[src/csim_pkg.sv]
/*
 * csim_pkg: shared constants and carriers for the calibration source
 * and input mux block.
 * assumes: used by csim_top, csim_top_props and the bench, referenced as csim_pkg::name.
 */
package csim_pkg;

    // ---------------------------------------------------------------
    // register map (index; byte address is four times the index)
    // ---------------------------------------------------------------
    localparam logic [7:0] CAL_CFG_IDX = 8'h12;
    localparam logic [7:0] MUX_CFG_IDX = 8'h14;
    localparam logic [7:0] STATUS_IDX = 8'h13;
    localparam logic [23:0] CAL_CFG_RST = 24'h00_4800;
    localparam logic [23:0] MUX_CFG_RST = 24'h30_0000;
    localparam logic [23:0] CAL_CFG_MASK = 24'h70_7FFF;
    localparam logic [23:0] MUX_CFG_MASK = 24'hBF_0000;

    // ---------------------------------------------------------------
    // field positions
    // ---------------------------------------------------------------
    localparam int CAL_ON_BIT = 22;
    localparam int SWING_BIT = 21;
    localparam int AMP_BIT = 20;
    localparam int FREQ_LSB = 12;
    localparam int HALF_BIT = 11;
    localparam int INVERT_BIT = 23;
    localparam int POS_ISO_BIT = 21;
    localparam int NEG_ISO_BIT = 20;
    localparam int POS_ROUTE_LSB = 18;
    localparam int NEG_ROUTE_LSB = 16;

    // ---------------------------------------------------------------
    // timing
    // ---------------------------------------------------------------
    localparam int BASE_CLOCK_HZ = 32768;
    localparam int DIV_BASE_LOG2 = 7;
    // phase increments, 16-bit fraction of the base clock rate
    localparam logic [16:0] INC_32768 = 17'h1_0000;
    localparam logic [16:0] INC_32000 = 17'h0_FA00;
    localparam logic [16:0] INC_31969 = 17'h0_F9C2;

    // ---------------------------------------------------------------
    // carriers
    // ---------------------------------------------------------------
    typedef enum logic [1:0] {
        LVL_OFF, LVL_MID, LVL_PLUS, LVL_MINUS
    } csim_level_e;

    typedef enum logic [1:0] {
        ROUTE_NONE, ROUTE_MID, ROUTE_CAL_POS, ROUTE_CAL_NEG
    } csim_route_e;

    typedef struct packed {
        csim_level_e level;
        logic half_mv;
    } csim_cal_s;

    typedef struct packed {
        logic connect;
        csim_route_e route;
    } csim_input_s;

endpackage : csim_pkg

[src/csim_top.sv]
/*
 * csim_top: calibration square-wave source and electrode input mux
 * configuration, with an APB slave for the two config registers.
 * assumes: clk at 50 MHz; base_input_clock is an asynchronous 32.768 kHz
 * pin; master_rate_select comes from a neighbouring register on clk.
 */
// Added by the designer: the APB interface to the registers.
// Notes on behaviour
// - calibration output levels and cal routes live only while cal_source_on is one.
// - swing select zero toggles between mid and mid offset by magnitude.
// - swing select one toggles between mid plus and mid minus magnitude.
// - amplitude select zero gives 0.25mV, one gives 0.50mV.
// - frequency code picks master divided by 128 up to 2^21.
// - calibration frequency follows the selected master rate.
// - half duty select one gives 50% high, high time ignored.
// - half duty select zero uses the eleven-bit high time.
// - high time equals field value times calibration time step.
// - time step is one master period, derived from master rate select.
// - input invert bit inverts the electrode input polarity.
// - positive isolate one disconnects positive electrode, default one.
// - negative isolate one disconnects negative electrode, default one.
// - positive route: none, mid, cal pos, cal neg; cal codes need on.
// - negative route uses same code; cal codes need cal source on.
// - calibration outputs can be steered onto channel inputs.
// - master frequency always derived from the 32.768 kHz base clock.
// - time step 30.52, 31.25, 31.25, 31.28 us for rate codes 0-3.
`timescale 1ns/10ps
`default_nettype none

module csim_top #(
    parameter int CNT_W = 21,
    parameter int HIGH_W = 11
) (
    // clock and reset
    input wire logic clk,
    input wire logic reset,
    // apb slave
    input wire logic psel,
    input wire logic penable,
    input wire logic pwrite,
    input wire logic [9:0] paddr,
    input wire logic [31:0] pwdata,
    output logic [31:0] prdata,
    output logic pready,
    output logic pslverr,
    // timing sources
    input wire logic base_input_clock,
    input wire logic [1:0] master_rate_select,
    // calibration outputs
    output csim_pkg::csim_cal_s cal_out_pos,
    output csim_pkg::csim_cal_s cal_out_neg,
    // input mux controls
    output logic input_invert,
    output csim_pkg::csim_input_s pos_input,
    output csim_pkg::csim_input_s neg_input
);

    if (CNT_W < 21 || HIGH_W != 11) begin : g_check
        $error("csim_top: counter must hold 2^21, high time is 11 bits");
    end

    // ---------------------------------------------------------------
    // helpers
    // ---------------------------------------------------------------
    function automatic logic [CNT_W:0] period_of(input logic [2:0] code);
        logic [CNT_W:0] one;
        one = (CNT_W + 1)'(1);
        period_of = one << (csim_pkg::DIV_BASE_LOG2 + 32'(code) * 2);
    endfunction : period_of

    function automatic csim_pkg::csim_route_e route_of(
        input logic [1:0] code,
        input logic on
    );
        route_of = csim_pkg::csim_route_e'(code);
        if (code[1] && !on) begin
            route_of = csim_pkg::ROUTE_NONE;
        end
    endfunction : route_of

    // ---------------------------------------------------------------
    // config registers and apb slave
    // ---------------------------------------------------------------
    logic [23:0] cal_cfg_reg, cal_cfg_next;
    logic [23:0] mux_cfg_reg, mux_cfg_next;
    logic [31:0] prdata_reg, prdata_next;
    logic pready_reg, pready_next;
    logic pslverr_reg, pslverr_next;
    logic cal_high_reg;
    logic [7:0] idx;
    logic hit;

    always_comb begin
        idx = paddr[9:2];
        hit = (paddr[1:0] == 2'b00) &&
              (idx == csim_pkg::CAL_CFG_IDX ||
               idx == csim_pkg::MUX_CFG_IDX ||
               idx == csim_pkg::STATUS_IDX);
        cal_cfg_next = cal_cfg_reg;
        mux_cfg_next = mux_cfg_reg;
        prdata_next = prdata_reg;
        pslverr_next = 1'b0;
        // answer one cycle into the access phase
        pready_next = psel && penable && !pready_reg;
        if (psel && penable && !pready_reg) begin
            pslverr_next = !hit;
            prdata_next = 32'h0000_0000;
            if (!pwrite && idx == csim_pkg::CAL_CFG_IDX) begin
                prdata_next = {8'h00, cal_cfg_reg};
            end else if (!pwrite && idx == csim_pkg::MUX_CFG_IDX) begin
                prdata_next = {8'h00, mux_cfg_reg};
            end else if (!pwrite && idx == csim_pkg::STATUS_IDX) begin
                prdata_next = {31'h0000_0000, cal_high_reg};
            end
        end
        if (psel && penable && pready_reg && pwrite && !pslverr_reg) begin
            if (idx == csim_pkg::CAL_CFG_IDX) begin
                cal_cfg_next = pwdata[23:0] & csim_pkg::CAL_CFG_MASK;
            end
            if (idx == csim_pkg::MUX_CFG_IDX) begin
                mux_cfg_next = pwdata[23:0] & csim_pkg::MUX_CFG_MASK;
            end
        end
    end

    always_ff @(posedge clk or posedge reset) begin
        if (reset) begin
            cal_cfg_reg <= csim_pkg::CAL_CFG_RST;
            mux_cfg_reg <= csim_pkg::MUX_CFG_RST;
            prdata_reg <= 32'h0000_0000;
            pready_reg <= 1'b0;
            pslverr_reg <= 1'b0;
        end else begin
            cal_cfg_reg <= cal_cfg_next;
            mux_cfg_reg <= mux_cfg_next;
            prdata_reg <= prdata_next;
            pready_reg <= pready_next;
            pslverr_reg <= pslverr_next;
        end
    end

    assign prdata = prdata_reg;
    assign pready = pready_reg;
    assign pslverr = pslverr_reg;

    // ---------------------------------------------------------------
    // base clock capture and master tick
    // ---------------------------------------------------------------
    logic [2:0] sync_reg, sync_next;
    logic base_lvl_reg, base_lvl_next;
    logic [16:0] phase_reg, phase_next;
    logic master_tick;
    logic base_rise;
    logic [16:0] inc;
    logic [17:0] sum;

    always_comb begin
        sync_next = {sync_reg[1:0], base_input_clock};
        base_lvl_next = base_lvl_reg;
        if (sync_reg[1] == sync_reg[2]) begin
            base_lvl_next = sync_reg[2];
        end
        base_rise = base_lvl_next && !base_lvl_reg;
        // every master tick comes from a base edge
        case (master_rate_select)
            2'b00: inc = csim_pkg::INC_32768;
            2'b01: inc = csim_pkg::INC_32000;
            2'b10: inc = csim_pkg::INC_32000;
            2'b11: inc = csim_pkg::INC_31969;
            default: inc = csim_pkg::INC_32768;
        endcase
        sum = {1'b0, phase_reg} + {1'b0, inc};
        phase_next = phase_reg;
        master_tick = 1'b0;
        if (base_rise) begin
            phase_next = {1'b0, sum[15:0]};
            master_tick = sum[16];
        end
    end

    always_ff @(posedge clk or posedge reset) begin
        if (reset) begin
            sync_reg <= 3'b000;
            base_lvl_reg <= 1'b0;
            phase_reg <= 17'h0_0000;
        end else begin
            sync_reg <= sync_next;
            base_lvl_reg <= base_lvl_next;
            phase_reg <= phase_next;
        end
    end

    // ---------------------------------------------------------------
    // calibration waveform
    // ---------------------------------------------------------------
    logic [CNT_W-1:0] cnt_reg, cnt_next;
    logic cal_high_next;
    logic cal_on;
    logic [CNT_W:0] period;
    logic [CNT_W:0] high_len;
    logic [HIGH_W-1:0] high_time;

    always_comb begin
        cal_on = cal_cfg_reg[csim_pkg::CAL_ON_BIT];
        high_time = cal_cfg_reg[HIGH_W-1:0];
        period = period_of(cal_cfg_reg[csim_pkg::FREQ_LSB +: 3]);
        if (cal_cfg_reg[csim_pkg::HALF_BIT]) begin
            high_len = period >> 1;
        end else begin
            high_len = (CNT_W + 1)'(high_time);
        end
        cnt_next = cnt_reg;
        if (!cal_on) begin
            cnt_next = '0;
        end else if (master_tick) begin
            if ({1'b0, cnt_reg} >= period - 1'b1) begin
                cnt_next = '0;
            end else begin
                cnt_next = cnt_reg + 1'b1;
            end
        end
        cal_high_next = cal_on && ({1'b0, cnt_next} < high_len);
    end

    always_ff @(posedge clk or posedge reset) begin
        if (reset) begin
            cnt_reg <= '0;
            cal_high_reg <= 1'b0;
        end else begin
            cnt_reg <= cnt_next;
            cal_high_reg <= cal_high_next;
        end
    end

    // ---------------------------------------------------------------
    // output levels and input mux
    // ---------------------------------------------------------------
    csim_pkg::csim_cal_s pos_next, neg_next;
    csim_pkg::csim_cal_s pos_reg, neg_reg;
    csim_pkg::csim_input_s pin_next, nin_next;
    csim_pkg::csim_input_s pin_reg, nin_reg;
    logic inv_reg;

    always_comb begin
        pos_next.half_mv = cal_cfg_reg[csim_pkg::AMP_BIT];
        neg_next.half_mv = cal_cfg_reg[csim_pkg::AMP_BIT];
        pos_next.level = csim_pkg::LVL_OFF;
        neg_next.level = csim_pkg::LVL_OFF;
        if (cal_cfg_reg[csim_pkg::CAL_ON_BIT]) begin
            if (cal_cfg_reg[csim_pkg::SWING_BIT]) begin
                pos_next.level = cal_high_next ? csim_pkg::LVL_PLUS
                                               : csim_pkg::LVL_MINUS;
                neg_next.level = cal_high_next ? csim_pkg::LVL_MINUS
                                               : csim_pkg::LVL_PLUS;
            end else begin
                pos_next.level = cal_high_next ? csim_pkg::LVL_PLUS
                                               : csim_pkg::LVL_MID;
                neg_next.level = cal_high_next ? csim_pkg::LVL_MINUS
                                               : csim_pkg::LVL_MID;
            end
        end
        pin_next.connect = !mux_cfg_reg[csim_pkg::POS_ISO_BIT];
        nin_next.connect = !mux_cfg_reg[csim_pkg::NEG_ISO_BIT];
        pin_next.route = route_of(mux_cfg_reg[csim_pkg::POS_ROUTE_LSB +: 2],
                                  cal_cfg_reg[csim_pkg::CAL_ON_BIT]);
        nin_next.route = route_of(mux_cfg_reg[csim_pkg::NEG_ROUTE_LSB +: 2],
                                  cal_cfg_reg[csim_pkg::CAL_ON_BIT]);
    end

    always_ff @(posedge clk or posedge reset) begin
        if (reset) begin
            pos_reg <= '{level: csim_pkg::LVL_OFF, half_mv: 1'b0};
            neg_reg <= '{level: csim_pkg::LVL_OFF, half_mv: 1'b0};
            pin_reg <= '{connect: 1'b0, route: csim_pkg::ROUTE_NONE};
            nin_reg <= '{connect: 1'b0, route: csim_pkg::ROUTE_NONE};
            inv_reg <= 1'b0;
        end else begin
            pos_reg <= pos_next;
            neg_reg <= neg_next;
            pin_reg <= pin_next;
            nin_reg <= nin_next;
            inv_reg <= mux_cfg_reg[csim_pkg::INVERT_BIT];
        end
    end

    assign cal_out_pos = pos_reg;
    assign cal_out_neg = neg_reg;
    assign pos_input = pin_reg;
    assign neg_input = nin_reg;
    assign input_invert = inv_reg;

endmodule : csim_top

`default_nettype wire

[config.mk]
export PLATFORM = sky130hd
export DESIGN_NAME = csim_top
export DESIGN_NICKNAME = d
export VERILOG_FILES = /design/src/csim_pkg.sv /design/src/csim_top.sv
export SDC_FILE = /design/constraint.sdc
export NUM_CORES = 1
export LEC_CHECK = 0
export BUFFER_PORTS_ARGS = -buffer_cell sky130_fd_sc_hd__buf_2
export CAP_MARGIN = 20
export CORE_MARGIN = 5
export CORE_UTILIZATION = 39
export DETAILED_ROUTE_END_ITERATION = 10
export HOLD_SLACK_MARGIN = 0.05
export PLACE_DENSITY = 0.6
export SYNTH_ARGS = -nofsm -noshare
export SYNTH_HDL_FRONTEND = slang
export SYNTH_SLANG_ARGS = --single-unit
[constraint.sdc]
create_clock -name clk -period 10.4 [get_ports clk]
set_input_delay 1.56 -clock clk [delete_from_list [all_inputs] [get_ports clk]]
set_output_delay 1.56 -clock clk [all_outputs]
set_load 0.03 [all_outputs]
== Yosys cells after proc, flatten, opt, wreduce, memory -nomap -nowiden ==
Index checks and enable logic that the tools add are counted.

* Output and inout bits: 47
* Logic and storage cells: 81
* Register bits after elaboration: 113
* Input port bits: 50

* Shifts and indexed selects: 1
* Reduce and logical (&&, ||, !) cells: 28
* Magnitude comparators: 2
* Equal/unequal tests: 7
* $add $sub $neg: 4
* Multiplexer cells: 21

{| class="wikitable"
|+ Operators by type and width
! operator !! number
|-
| 2-to-1 mux 21 bit || 4
|-
| case mux 17 bit (3 select lines) || 1
|-
| 2-to-1 mux 24 bit || 2
|-
| == test 8 x 5 -> 1 bit (second input constant) || 3
|-
| >= comparator 21 x 22 -> 1 bit || 1
|-
| less-than comparator 21 x 22 -> 1 bit || 1
|-
| << shifter 1 x 5 -> 22 bit (first input constant) || 1
|-
| subtractor 22 x 1 -> 22 bit (second input constant) || 1
|-
| adder 21 x 1 -> 21 bit (second input constant) || 1
|-
| adder 16 x 17 -> 17 bit || 1
|-
| 2-to-1 mux 2 bit || 8
|-
| logical AND 1 bit || 13
|-
| zero test 1 bit || 8
|-
| 2-to-1 mux 1 bit || 6
|-
| adder 3 x 4 -> 5 bit (first input constant) || 1
|-
| == test 2 bit (second input constant) || 2
|-
| zero test 2 bit || 2
|-
| AND reduction 2 bit || 2
|-
| == test 2 x 1 -> 1 bit (second input constant) || 1
|-
| logical OR 1 bit || 2
|-
| OR reduction 2 bit || 1
|-
| == test 1 bit || 1
|}

== Logic depth before layout (Yosys ltp) ==
* Word-level depth: 12
* Gate-level depth with buffers: 23
* Gate-level depth less buffers: 23

== Least setup slack after synthesis ==
OpenSTA, ideal clock, no wires.

* Path type: input port to flip-flop
* Start point: input master_rate_select[0]
* End point: register pos_reg (netlist bit cal_out_pos[1])
* Path buffers: 1
* Stages on the path: 21
* Arrival time: 6151 ps
* Library setup time: 121 ps
* Setup slack: 4129 ps
* Required time: 10279 ps
* Cell sequence: inv_1 ha_1 ha_1 a21oi_1 o21bai_1 a21o_1 a211oi_2 nor2_1 o21ai_1 clkbuf_1 nor2_1 ha_1 a21o_1 a221oi_1 nor2_1 a2111oi_0 o32ai_1 a41oi_1 nand3_1 a2111o_1 a22o_1

{| class="wikitable"
|+ RTL lines
! what !! RTL line !! text
|-
| start: declaration || csim_top.sv:48 || <nowiki>input wire logic [1:0] master_rate_select,</nowiki>
|-
| end signal: assignment || csim_top.sv:272 || <nowiki>pos_reg <= '{level: csim_pkg::LVL_OFF, half_mv: 1'b0};</nowiki>
|-
| end signal: assignment || csim_top.sv:278 || <nowiki>pos_reg <= pos_next;</nowiki>
|-
| end: declaration || csim_top.sv:239 || <nowiki>csim_pkg::csim_cal_s pos_reg, neg_reg;</nowiki>
|}

== Worst setup path in the final report ==
* Start point: input master_rate_select[0]
* End point: register cal_high_reg

* Longest elaborated chain between the ends: 9
* Elaborated cells on any way between the ends: 12
* Those cells by class: add/sub: 1; order compare: 1; eq/ne: 3; mux: 4; reduce/logical: 3

{| class="wikitable"
|+ RTL lines
! what !! RTL line !! text
|-
| == test 2 bit / == test 2 x 1 -> 1 bit (equally long branches) || csim_top.sv:165 || <nowiki>case (master_rate_select)</nowiki>
|-
| OR reduction 2 bit (no line) || -- ||
|-
| case mux 17 bit (3 select lines) * || csim_top.sv:165 ||
|-
| adder 16 x 17 -> 17 bit * || csim_top.sv:172 || <nowiki>sum = {1'b0, phase_reg} + {1'b0, inc};</nowiki>
|-
| 2-to-1 mux 1 bit * || csim_top.sv:175 || <nowiki>if (base_rise) begin</nowiki>
|-
| 2-to-1 mux 21 bit * || csim_top.sv:215 || <nowiki>end else if (master_tick) begin</nowiki>
|-
| 2-to-1 mux 21 bit * || csim_top.sv:213 || <nowiki>if (!cal_on) begin</nowiki>
|-
| via cnt_next[5] || csim_top.sv:196 || <nowiki>logic [CNT_W-1:0] cnt_reg, cnt_next;</nowiki>
|-
| less-than comparator 21 x 22 -> 1 bit * || csim_top.sv:222 || <nowiki>cal_high_next = cal_on && ({1'b0, cnt_next} < high_len);</nowiki>
|-
| logical AND 1 bit * || csim_top.sv:222 ||
|-
| via cal_high_next || csim_top.sv:197 || <nowiki>logic cal_high_next;</nowiki>
|-
| end signal: assignment || csim_top.sv:231 || <nowiki>cal_high_reg <= cal_high_next;</nowiki>
|-
| end: declaration || csim_top.sv:89 || <nowiki>logic cal_high_reg;</nowiki>
|}

The timed path passes the listed nets; every way through them passes the cells marked *. The select of a mux whose other input is x is not followed.
A chain may end at the register's enable or synchronous reset.

==> flow_summary.yaml <==
timing:
  worstMarginPinSlew_ns: 0.900
  tns_ns: 0
  fin_crit_ns: 7.20
  finalHoldViolCount: 0
  max-slew-margin-rel: 0.384
  fin_skew_ns: 0.0105
  drv_slew: 0
  rsz0062_at_grt: "no"
  fin_crit_sh: 0.692
  setup_violations: 0
  max_freq_mhz: 139
logic_synthesis:
  avgSynthCellArea_um2: 9.57
  async_flop_share: 1.00
  synth.cell_area_mm2: 0.00598
  ys.flop_type: "dfrtp_1"
  ys_types: 71
  synth_warnings: 0
  yosys.area.top_type: "dfrtp_1"
  seq_area_frac_synth: 0.428
  synth_area_leaders: "dfrtp_1 41%, ha_1 10%, nand2_1 6.2%"
  ys_ff_latch: 102
  synth_top_area_share: 0.410
  synthCells: 625
  synth_edf_count: 0
setup_path:
  critical_path.top_delay_family: "compound AO/OA/AOI/OAI gates"
  worstPathArrival_ns: 7.50
  regToRegStartpoint: "cal_cfg_reg[13]"
  crit_slowest_cell: "a2111oi_0"
  path_buf_inv: 5
  critical_path_class: "input pin to register"
  required_ns: 10.70
  crit_fanout: 10
  r2r_slack_ns: 3.81
  rr_worst_depth: 21
  start_kind: "input pin"
  path_cells: "buf_2, inv_1, ha_1, inv_1, ha_1, nand2_1, o21bai_1, a21o_1, a211oi_2, nor2_1, buf_4, o21ai_1, buf_4, nor2_1, ha_1, and3_1, a221oi_1, nor2_1, a2111oi_0, o32ai_1, a41oi_1, nand3_1, a2111oi_0, o21a_1"
  crit_path_end_kind: "register"
  startpoint: "master_rate_select[0]"
  cp.depth: 24
  critPathMaxStageDelay_ns: 0.68
floorplan:
  row_count: 45
  design.die.area_mm2: 0.0179
  ios: 97
  die_width_um: 134
  core_area_mm2: 0.0151
  start_util: 0.395
  die_y_um: 134
power_and_ir_drop:
  p_leak_nw: 3.36
  power_density_mw_per_mm2: 145
  power_uw: 993
  peakVddDrop_mv: 0.0855
clocking:
  ctsResizeCount: 0
  numCtsBuffers: 9
  clkTransAtPathRegs_ns: 0.08
  cts_hold_buf: 0
  root_buffer: "clkbuf_16"
  cts_tree: "yes"
  cts_num_sinks: 102
  post-cts-setup-buffers: 0
  clockBufferDepth: 2
  insertion_delay_ns: 0.36
  htree_levels: 3
detailed_routing:
  drc_errors: 0
  viasPerCell: 5.49
  drt-pass1-iter-count: 4
  drt_iter0_drc: 215
  vias: 4893
  wl_per_cell_um: 16.2
  wl_mm: 14.4
  ant_nets: 0
cells_and_area:
  final_cell_mix: "99 x nand2_1, 98 x dfrtp_1, 79 x buf_2"
  fin_nets: 796
  largest_reg_flops: 23
  finish.utilization: 0.451
  nFillCells: 1437
  drive_gt1_frac: 0.206
  fin_cells: 891
  diodes: 0
  area_growth_pct: 14.3
  final_common_cell: "nand2_1"
placed_design:
  gp_congestion: 0.835
  io_buffers: 78
  dp_hpwl_mm: 10.7
  place_inst: 874
run_status:
  status: "finished, final reports clean"
hold_path:
  hold_path_class: "register to register"
  min_path_cells: 0
  min_from: "sync_reg[0]"
grt:
  antenna_found_initial: 0
  grt_usage: 0.167
  grt-ovfl-total: 0
  grt_pass1_vias: 4930
  grt_max_degree: 54
  grt_first_pass_wirelength_mm: 24.6
job:
  max_cap_violations: 0
==> Yosys cell counts, drive strengths merged, types with 10 or more instances <==
master	instances
nor2	40
a21oi	27
xnor2	14
nor3	18
nand2	99
o21ai	27
buf	13
dfrtp	98
mux2	24
inv	20
ha	48
clkbuf	18
nand3	32
nand4	14
xor2	10
nand2b	11
==> stage by stage <==
step	instance area, µm²	worst slack (ns)	hold slack (ns)
6_report	6840	3.20	0.360
5_1_grt	6840	2.61	0.365
3_3_place_gp	6520	2.85	0.365
4_1_cts	6830	3.20	0.367
3_5_place_dp	6520	2.85	0.357
2_1_floorplan	6020	4.13	0.331
==> per-layer routing <==
layer	part of all wire	routed length, µm	global-route usage	vias to the layer above
met1	0.45	6430	0.216	2373
li1	-	-	-	2360
met2	0.47	6800	0.274	142
met4	0.017	247	0.0469	0
met5	0	0	0	-
met3	0.065	938	0.0476	18
==> worst reg2reg max path: cells and delay by family, from the launching register on <==
family,cells,cell delay (ns)
simple gates,8,1.60
compound gates,10,3.37
buf+inv,1,0.28
flops,1,0.70
fa+ha+maj,2,0.58
==> cell families after synthesis <==
group / Yosys count / synth area share
buffers and inverters: 51 / 0.0393
AOI/OAI and AO/OA: 111 / 0.133
other: 2 / 0.00126
xor gates and xnor gates: 24 / 0.0352
adders and majority gates: 49 / 0.102
and+or+nand+nor: 258 / 0.210
DFF: 102 / 0.428
muxes: 28 / 0.0519
==> final timing paths <==
kind | endpoint
setup / recovery | cal_high_reg
hold / removal | sync_reg[1]
setup reg to reg | cal_high_reg
hold reg to reg | sync_reg[1]
max in group asynchronous | prdata[10]
min in group asynchronous | prdata[5]
==> final cells by class <==
class,instances,area [µm²],area share
multi-input combinational,482,3220,0.472
clock inverter,7,90.1,0.0132
tap,188,235,0.0344
timing repair buffer,83,425,0.0622
inverter,20,77.6,0.0113
clock buffer,9,225,0.0329
sequential,102,2560,0.374
==> power by group <==
part | internal, mW | total [mW] | switching (mW)
Clock | 0.172 | 0.341 | 0.169
Combinational | 0.0829 | 0.209 | 0.127
Sequential | 0.423 | 0.443 | 0.0196
(Power assumes the default switching activity.)
